File: config.mk
export PLATFORM = sky130hd
export DESIGN_NAME = devcap_regs
export DESIGN_NICKNAME = d
export VERILOG_FILES = /design/src/devcap_pkg.sv /design/src/devcap_regs.sv /design/src/payload_decode.sv /design/src/tag_gen.sv
export SDC_FILE = /design/constraint.sdc
export NUM_CORES = 1
export LEC_CHECK = 0
export ABC_AREA = 1
export BUFFER_PORTS_ARGS = -buffer_cell sky130_fd_sc_hd__buf_2
export CAP_MARGIN = 20
export CORE_MARGIN = 1.5
export CORE_UTILIZATION = 30
export CTS_CLUSTER_DIAMETER = 100
export DETAILED_ROUTE_END_ITERATION = 12
export PLACE_DENSITY = 0.65
export SYNTH_ARGS = -nofsm -noshare
export SYNTH_HDL_FRONTEND = slang
export SYNTH_SLANG_ARGS = --single-unit
export TNS_END_PERCENT = 5
File: constraint.sdc
create_clock -name CORE_CLK -period 1.8 [get_ports CORE_CLK]
set_input_delay 0.18 -clock CORE_CLK [delete_from_list [all_inputs] [get_ports CORE_CLK]]
set_output_delay 0.18 -clock CORE_CLK [all_outputs]
set_load 0.02 [all_outputs]
File: src/devcap_pkg.sv
// package for the device capabilities and device control register block
// assumes a 32-bit plain register port with byte offsets as printed
package devcap_pkg;
   // register offsets (byte addresses)
   localparam logic [11:0] DEV_CAP_OFS = 12'h044;
   localparam logic [11:0] DEV_CTL_OFS = 12'h048;
   localparam logic [11:0] ERR_STAT_OFS = 12'h04A;
   localparam logic [11:0] IRQ_MASK_OFS = 12'h100;
   localparam logic [11:0] DEBUG_CTL_OFS = 12'h104;
   localparam logic [11:0] EVT_STAT_OFS = 12'h108;
   // capability field positions
   localparam int CAP_MPAYLOAD_LSB = 0;
   localparam int CAP_ETAG_BIT = 5;
   localparam int CAP_L1_LAT_LSB = 9;
   localparam int CAP_ATTN_BTN_BIT = 12;
   localparam int CAP_ATTN_IND_BIT = 13;
   localparam int CAP_PWR_IND_BIT = 14;
   localparam int CAP_ROLE_ERR_BIT = 15;
   localparam int CAP_PWR_VAL_LSB = 18;
   localparam int CAP_PWR_SCALE_LSB = 26;
   // capability values after reset
   localparam logic [2:0] CAP_MPAYLOAD_RST = 3'h4;
   localparam logic CAP_ETAG_RST = 1'b1;
   localparam logic [2:0] CAP_L1_LAT_VAL = 3'h0;
   localparam logic CAP_ROLE_ERR_VAL = 1'b1;
   // control field positions
   localparam int CTL_CORR_BIT = 0;
   localparam int CTL_NONFATAL_BIT = 1;
   localparam int CTL_FATAL_BIT = 2;
   localparam int CTL_UR_BIT = 3;
   localparam int CTL_RELAXED_BIT = 4;
   localparam int CTL_MPS_LSB = 5;
   localparam int CTL_WIDE_TAG_BIT = 8;
   localparam int CTL_PHANTOM_BIT = 9;
   localparam int CTL_AUX_PM_BIT = 10;
   localparam int CTL_NO_SNOOP_BIT = 11;
   localparam logic [3:0] CTL_REPORT_EN_RST = 4'h0;
   localparam logic [2:0] CTL_MPS_RST = 3'h0;
   // error status occupies bits 3:0 in the upper half of the 0x048 word
   localparam int STAT_LSB = 16;
   localparam int NUM_ERR = 4;
   // payload codes and byte counts
   localparam logic [2:0] MPS_MAX_CODE = 3'h4;
   localparam logic [11:0] PAYLOAD_128 = 12'h080;
   // tag ranges
   localparam logic [7:0] TAG_MAX_NARROW = 8'h1F;
   localparam logic [7:0] TAG_MAX_WIDE = 8'hFF;
endpackage

File: src/devcap_regs.sv
// device capabilities and device control registers of one switch port
// assumes a plain register port on CORE_CLK; events and messages are on the same clock
//
// How it works
// RULE1: endpoint L1 latency field always reads zero.
// RULE2: attention button, attention indicator, power indicator bits read zero.
// RULE3: role based error reporting bit reads one.
// RULE4: upstream port captures power value from slot power message; downstream stays zero.
// RULE5: power scale captured the same way; codes mean 1.0 down to 0.001.
// RULE6: four reset-zero enables gate correctable, nonfatal, fatal, unsupported reporting.
// RULE7: relaxed ordering enable reads zero; originated requests never set it.
// RULE8: payload codes 0..4 give 128..2048 bytes; codes 5..7 act as 128.
// RULE9: wide tag enable only matters in sequential tag debug: 0..255 versus 0..31.
// RULE10: phantom function and aux power enables read zero.
// RULE11: no snoop enable reads zero; originated never set, forwarded unchanged.
// RULE12: error flags set regardless of enables; cleared by writing one.
// RULE13: reserved bits read zero and ignore writes.
//
// Local design decision: the address-and-strobe port.
`timescale 1ns/1ps
module devcap_regs
   import devcap_pkg::*;
(
   // clock and reset
   input wire logic CORE_CLK,
   input wire logic RSTN,
   // port configuration
   input wire logic UPSTREAM_PORT,
   // register port
   input wire logic [11:0] ADDR,
   input wire logic [31:0] WDATA,
   input wire logic WR,
   input wire logic RD,
   output logic [31:0] RDATA,
   // slot power message
   input wire logic PWR_MSG_VALID,
   input wire logic [7:0] PWR_MSG_VALUE,
   input wire logic [1:0] PWR_MSG_SCALE,
   // detected errors, one-cycle pulses: correctable, nonfatal, fatal, unsupported
   input wire logic [3:0] ERR_DETECT,
   // error reports gated by the enables
   output logic [3:0] ERR_REPORT,
   // originated transaction attributes
   output logic ORIG_RELAXED_ORDER,
   output logic ORIG_NO_SNOOP,
   // forwarded no snoop attribute
   input wire logic FWD_NO_SNOOP_IN,
   output logic FWD_NO_SNOOP_OUT,
   // payload limit and debug tag
   output logic [11:0] MAX_PAYLOAD_BYTES,
   input wire logic TAG_STEP,
   output logic [7:0] DEBUG_TAG,
   // interrupt
   output logic IRQ
);
   logic [3:0] report_en_reg;
   logic [2:0] mps_reg;
   logic wide_tag_reg;
   logic seq_tag_reg;
   logic [7:0] pwr_value_reg;
   logic [1:0] pwr_scale_reg;
   logic [3:0] err_stat_reg;
   logic [3:0] irq_stat_reg;
   logic [3:0] irq_mask_reg;
   logic [31:0] rdata_reg;
   logic [3:0] report_reg;
   logic fwd_ns_reg;
   logic [11:0] payload_reg;
   logic irq_reg;
   logic orig_ro_reg;
   logic orig_ns_reg;
   logic [31:0] rdata_next;
   logic [31:0] cap_word;
   logic [31:0] ctl_word;
   logic [11:0] payload_bytes;
   logic [7:0] tag;
   logic wr_ctl;
   logic wr_mask;
   logic wr_dbg;
   logic wr_evt;

   // upper half of the 0x048 word is the error status
   assign wr_ctl = WR && (ADDR == DEV_CTL_OFS);
   assign wr_mask = WR && (ADDR == IRQ_MASK_OFS);
   assign wr_dbg = WR && (ADDR == DEBUG_CTL_OFS);
   assign wr_evt = WR && (ADDR == EVT_STAT_OFS);

   // capability word, everything not listed reads zero
   always_comb begin
      cap_word = 32'h0000_0000; // see RULE13
      cap_word[CAP_MPAYLOAD_LSB +: 3] = CAP_MPAYLOAD_RST;
      cap_word[CAP_ETAG_BIT] = CAP_ETAG_RST;
      cap_word[CAP_L1_LAT_LSB +: 3] = CAP_L1_LAT_VAL; // see RULE1
      cap_word[CAP_ATTN_BTN_BIT] = 1'b0; // see RULE2
      cap_word[CAP_ATTN_IND_BIT] = 1'b0; // see RULE2
      cap_word[CAP_PWR_IND_BIT] = 1'b0; // see RULE2
      cap_word[CAP_ROLE_ERR_BIT] = CAP_ROLE_ERR_VAL; // see RULE3
      cap_word[CAP_PWR_VAL_LSB +: 8] = pwr_value_reg; // see RULE4
      cap_word[CAP_PWR_SCALE_LSB +: 2] = pwr_scale_reg; // see RULE5
   end

   always_comb begin
      ctl_word = 32'h0000_0000; // see RULE13
      ctl_word[CTL_CORR_BIT +: 4] = report_en_reg;
      ctl_word[CTL_RELAXED_BIT] = 1'b0; // see RULE7
      ctl_word[CTL_MPS_LSB +: 3] = mps_reg;
      ctl_word[CTL_WIDE_TAG_BIT] = wide_tag_reg;
      ctl_word[CTL_PHANTOM_BIT] = 1'b0; // see RULE10
      ctl_word[CTL_AUX_PM_BIT] = 1'b0; // see RULE10
      ctl_word[CTL_NO_SNOOP_BIT] = 1'b0; // see RULE11
      ctl_word[STAT_LSB +: 4] = err_stat_reg;
   end

   // read decode; unmapped addresses read zero
   always_comb begin
      if (ADDR == DEV_CAP_OFS) begin
         rdata_next = cap_word;
      end else if (ADDR == DEV_CTL_OFS) begin
         rdata_next = ctl_word;
      end else if (ADDR == IRQ_MASK_OFS) begin
         rdata_next = {28'h000_0000, irq_mask_reg};
      end else if (ADDR == DEBUG_CTL_OFS) begin
         rdata_next = {31'h0000_0000, seq_tag_reg};
      end else if (ADDR == EVT_STAT_OFS) begin
         rdata_next = {28'h000_0000, irq_stat_reg};
      end else begin
         rdata_next = 32'h0000_0000;
      end
   end

   always_ff @(posedge CORE_CLK or negedge RSTN) begin
      if (!RSTN) begin
         rdata_reg <= 32'h0000_0000;
      end else if (RD) begin
         rdata_reg <= rdata_next;
      end else begin
         rdata_reg <= 32'h0000_0000;
      end
   end

   // control fields; only writable bits are stored
   always_ff @(posedge CORE_CLK or negedge RSTN) begin
      if (!RSTN) begin
         report_en_reg <= CTL_REPORT_EN_RST;
         mps_reg <= CTL_MPS_RST;
         wide_tag_reg <= 1'b0;
      end else if (wr_ctl) begin
         report_en_reg <= WDATA[CTL_CORR_BIT +: 4]; // see RULE6
         mps_reg <= WDATA[CTL_MPS_LSB +: 3];
         wide_tag_reg <= WDATA[CTL_WIDE_TAG_BIT];
      end
   end

   always_ff @(posedge CORE_CLK or negedge RSTN) begin
      if (!RSTN) begin
         seq_tag_reg <= 1'b0;
         irq_mask_reg <= 4'h0;
      end else begin
         if (wr_dbg) begin
            seq_tag_reg <= WDATA[0];
         end
         if (wr_mask) begin
            irq_mask_reg <= WDATA[3:0];
         end
      end
   end

   // slot power capture; downstream ports hold zero
   always_ff @(posedge CORE_CLK or negedge RSTN) begin
      if (!RSTN) begin
         pwr_value_reg <= 8'h00;
         pwr_scale_reg <= 2'h0;
      end else if (!UPSTREAM_PORT) begin
         pwr_value_reg <= 8'h00; // see RULE4
         pwr_scale_reg <= 2'h0; // see RULE5
      end else if (PWR_MSG_VALID) begin
         pwr_value_reg <= PWR_MSG_VALUE; // see RULE4
         pwr_scale_reg <= PWR_MSG_SCALE; // see RULE5
      end
   end

   // error flags log regardless of enables; a new event beats a clear
   always_ff @(posedge CORE_CLK or negedge RSTN) begin
      if (!RSTN) begin
         err_stat_reg <= 4'h0;
      end else begin
         err_stat_reg <= (err_stat_reg & ~(wr_ctl ? WDATA[STAT_LSB +: 4] : 4'h0)) | ERR_DETECT; // see RULE12
      end
   end

   always_ff @(posedge CORE_CLK or negedge RSTN) begin
      if (!RSTN) begin
         irq_stat_reg <= 4'h0;
      end else begin
         irq_stat_reg <= (irq_stat_reg & ~(wr_evt ? WDATA[3:0] : 4'h0)) | ERR_DETECT;
      end
   end

   always_ff @(posedge CORE_CLK or negedge RSTN) begin
      if (!RSTN) begin
         irq_reg <= 1'b0;
      end else begin
         irq_reg <= |(irq_stat_reg & irq_mask_reg);
      end
   end

   // reporting gate, registered so outputs come from flops
   always_ff @(posedge CORE_CLK or negedge RSTN) begin
      if (!RSTN) begin
         report_reg <= 4'h0;
         fwd_ns_reg <= 1'b0;
         payload_reg <= PAYLOAD_128;
      end else begin
         report_reg <= ERR_DETECT & report_en_reg; // see RULE6
         fwd_ns_reg <= FWD_NO_SNOOP_IN; // see RULE11
         payload_reg <= payload_bytes; // see RULE8
      end
   end

   // originated attributes held in flops so every output leaves a register
   always_ff @(posedge CORE_CLK or negedge RSTN) begin
      if (!RSTN) begin
         orig_ro_reg <= 1'b0;
         orig_ns_reg <= 1'b0;
      end else begin
         orig_ro_reg <= 1'b0; // see RULE7
         orig_ns_reg <= 1'b0; // see RULE11
      end
   end

   payload_decode u_payload (
      .code(mps_reg),
      .bytes(payload_bytes)
   );

   tag_gen u_tag (
      .clk(CORE_CLK),
      .rst_n(RSTN),
      .enable(seq_tag_reg),
      .wide(wide_tag_reg), // see RULE9
      .step(TAG_STEP),
      .tag(tag)
   );

   assign RDATA = rdata_reg;
   assign ERR_REPORT = report_reg;
   // originated requests never carry these attributes
   assign ORIG_RELAXED_ORDER = orig_ro_reg; // see RULE7
   assign ORIG_NO_SNOOP = orig_ns_reg; // see RULE11
   assign FWD_NO_SNOOP_OUT = fwd_ns_reg;
   assign MAX_PAYLOAD_BYTES = payload_reg;
   assign DEBUG_TAG = tag;
   assign IRQ = irq_reg;
endmodule

File: src/payload_decode.sv
// maximum payload code to byte count decode
// assumes the code comes from the control register on the same clock
`timescale 1ns/1ps
module payload_decode
   import devcap_pkg::*;
(
   // selection
   input wire logic [2:0] code,
   // result
   output logic [11:0] bytes
);
   always_comb begin
      if (code > MPS_MAX_CODE) begin
         bytes = PAYLOAD_128; // see RULE8
      end else begin
         bytes = 12'(PAYLOAD_128 << code); // see RULE8
      end
   end
endmodule

File: src/tag_gen.sv
// sequential debug tag generator
// assumes step comes from logic on the same clock
`timescale 1ns/1ps
module tag_gen
   import devcap_pkg::*;
(
   // clock and reset
   input wire logic clk,
   input wire logic rst_n,
   // control
   input wire logic enable,
   input wire logic wide,
   input wire logic step,
   // tag
   output logic [7:0] tag
);
   logic [7:0] tag_reg;
   logic [7:0] limit;
   assign limit = wide ? TAG_MAX_WIDE : TAG_MAX_NARROW; // see RULE9
   assign tag = tag_reg;
   always_ff @(posedge clk or negedge rst_n) begin
      if (!rst_n) begin
         tag_reg <= 8'h00;
      end else if (!enable) begin
         tag_reg <= 8'h00;
      end else if (step) begin
         // wrap also catches a tag left above range when wide is turned off
         if (tag_reg >= limit) begin
            tag_reg <= 8'h00; // see RULE9
         end else begin
            tag_reg <= tag_reg + 8'h01;
         end
      end
   end
endmodule

==> results.cfg <==
[power]
power_mw = 3.61
p_per_area_nw_per_um2 = 908
vdd_ir_drop_max_mv = 0.397
leakagePower_nw = 2.29

[setup_path]
worst_r2r_path_depth = 8
start_kind = flop
cp.arrival_ns = 1.80
cp_data_required_time_ns = 2.07
critPathCaptureType = flop
r2r_start = wide_tag_reg$_DFFE_PN0N_
path_class = reg -> reg
r2r_setup_slack_ns = 0.27
cp_max_fo = 6
r2r-end = u_tag.tag[5]$_DFFE_PN0P_

[cts]
numClockSinks = 71
clk_latency_ns = 0.33
clkTransAtPathRegs_ns = 0.08
cts-htree-levels = 3
cts_tree = done
clockBufferDepth = 2
clockRootBuffer = clkbuf_8
post_cts_buffers = 0
numCtsBuffers = 9

[run]
cap_violations = 0

[routing]
route.detailed.drc = 0
wl_per_cell_microns = 11.9
drt_wl_total_microns = 7190
num_vias = 2569
detail_route.first_pass.iterations = 4
drtAntennaViolNets = 0
avgViaCountPerCell = 4.25
initialDrtViolationCount = 152

[die]
die_width_microns = 107
initial_core_util = 0.311
die_h_microns = 107
std_cell_rows = 37
core-area_sq_um = 10400
io_pins = 126
die-area_sq_um = 11400

[final_layout]
largest_register_ffs = 21
diodes = 0
nFillCells = 1094
fin_cells = 605
area_growth_pct = 23.3
fin_nets = 536
drive_gt1_frac = 0.243

[placed_design]
place_ws_ns = 0.288
dpl.cell_count = 587
portBuffers = 85
post-dp-hpwl_microns = 5320
place_congestion = 0.791

[yosys]
synth_edf_count = 0
synth_top_area_frac = 0.543
synth_largest_area_cell = dfrtp_1
postSynthAreaPerCell_sq_um = 8.72
yosysSeqAreaShare = 0.551
synthFlopType = dfrtp_1
synth_cell_types = 30
ys_top_cells_by_area = dfrtp_1 (54%), nand2_1 (11%), inv_1 (5.8%)
async_reset_ff_frac = 1.00
synth-warning-count = 0
synth_cells = 370
synth_common_cells = nand2_1 (92), dfrtp_1 (70), inv_1 (50)
synth_most_common_cell = nand2_1
yosys_register_bits = 71
netlist_area_sq_um = 3230

[timing]
setup_ws_ns = 0.267
fin_tns_setup_ns = 0
fmax_ghz = 0.652
period_needed_ns = 1.53
fin_crit_sh = 0.852
rsz0062_at_grt = false
finalClockSkew_ns = 0.0120
final_hold_viol_count = 0
drv_slew = 0
setup_viol_count_final = 0

[global_route]
grt_pass1_vias = 2532
grt_pass1_wl_microns = 12000
grt_use_total = 0.135
grt_overflow_total = 0
antenna_found_initial = 0
grt_max_degree = 72

[worst_hold_path]
hold_class = in -> reg
hp-start = ERR_DETECT[0]
min_to = ERR_REPORT[0]$_DFF_PN0_
worstHoldPathCells = 3

[run_status]
status = complete, no violations
==> cell usage in the layout, fill, tap and decap left out, drive strengths merged, types with 4 or more instances in the layout <==
master / netlist / layout
dfrtp: 70 / 70
inv: 51 / 51
ha: 6 / 6
nand3: 31 / 31
o21ai: 27 / 27
nor2: 43 / 43
clkbuf: 2 / 13
nand2: 96 / 96
nor3: 4 / 4
buf: 23 / 87
conb: 1 / 20
==> metal layers <==
layer | GRT usage | vias up | wire length (microns)
li1 | - | 1301 | -
met1 | 0.182 | 1179 | 3370
met2 | 0.214 | 80 | 3340
met3 | 0.0316 | 9 | 415
met4 | 0.0448 | 0 | 66
met5 | 0 | - | 0
==> metrics by stage <==
step | hold slack, ns | util | area (sq um)
floorplan | -0.116 | - | 3300
global placement | 0.237 | 0.360 | 3740
detailed placement | 0.252 | 0.360 | 3740
CTS | 0.0392 | 0.384 | 3980
global route | 0.0441 | 0.384 | 3980
finish | 0.0474 | 0.384 | 3980
==> logic make-up (layout without fill, tap and decap cells) <==
| logic type | after synthesis | count (layout) | synth area share |
|---|---|---|---|
| AO/OA/AOI/OAI | 35 | 35 | 0.0578 |
| XOR/XNOR | 1 | 1 | 0.00271 |
| adder cells (fa/ha/maj) | 6 | 6 | 0.0233 |
| buffers and inverters | 77 | 157 | 0.118 |
| flip-flops | 71 | 71 | 0.551 |
| other | 1 | 20 | 0.00116 |
| AND/OR/NAND/NOR | 179 | 179 | 0.246 |
==> how the worst max path moves through the flow <==
stage                                   from                       end  slack [ns]  cells past startpoint
floorplan           u_tag.tag[7]$_DFFE_PN0P_  u_tag.tag[7]$_DFFE_PN0P_        0.39                      7
global placement    wide_tag_reg$_DFFE_PN0N_  u_tag.tag[6]$_DFFE_PN0P_        0.35                      8
detailed placement  wide_tag_reg$_DFFE_PN0N_  u_tag.tag[5]$_DFFE_PN0P_        0.29                      8
CTS                 wide_tag_reg$_DFFE_PN0N_  u_tag.tag[5]$_DFFE_PN0P_        0.27                      8
global route        wide_tag_reg$_DFFE_PN0N_  u_tag.tag[5]$_DFFE_PN0P_        0.13                      8
finish              wide_tag_reg$_DFFE_PN0N_  u_tag.tag[5]$_DFFE_PN0P_        0.27                      8
==> final cells by class <==
type	count	area, sq um	area share
Sequential cell	71	1780	0.447
Multi-Input combinational cell	241	1140	0.286
Timing Repair Buffer	89	473	0.119
Inverter	52	196	0.0494
Tap cell	136	170	0.0428
Clock buffer	13	159	0.0399
Clock inverter	3	65.1	0.0163
==> critical path, cell delays in order (launching register included) <==
cell and delay [ns]:
dfrtp_1 0.37, inv_1 0.15, ha_1 0.27, a21o_1 0.16
a21oi_1 0.11, nand2_1 0.15, inv_1 0.14, nand2_1 0.07
nand2_1 0.06
==> power by group <==
group	internal, mW	switching (mW)
sequential	1.66	0.0805
combinational	0.148	0.293
clock	0.857	0.573
total	2.67	0.947
==> what timing repair did <==
item,CTS,global route
resized for setup,0,0
hold buffers,2,0
hold endpoints to repair,71,0
Note: power is estimated with default switching activity, not from simulation.
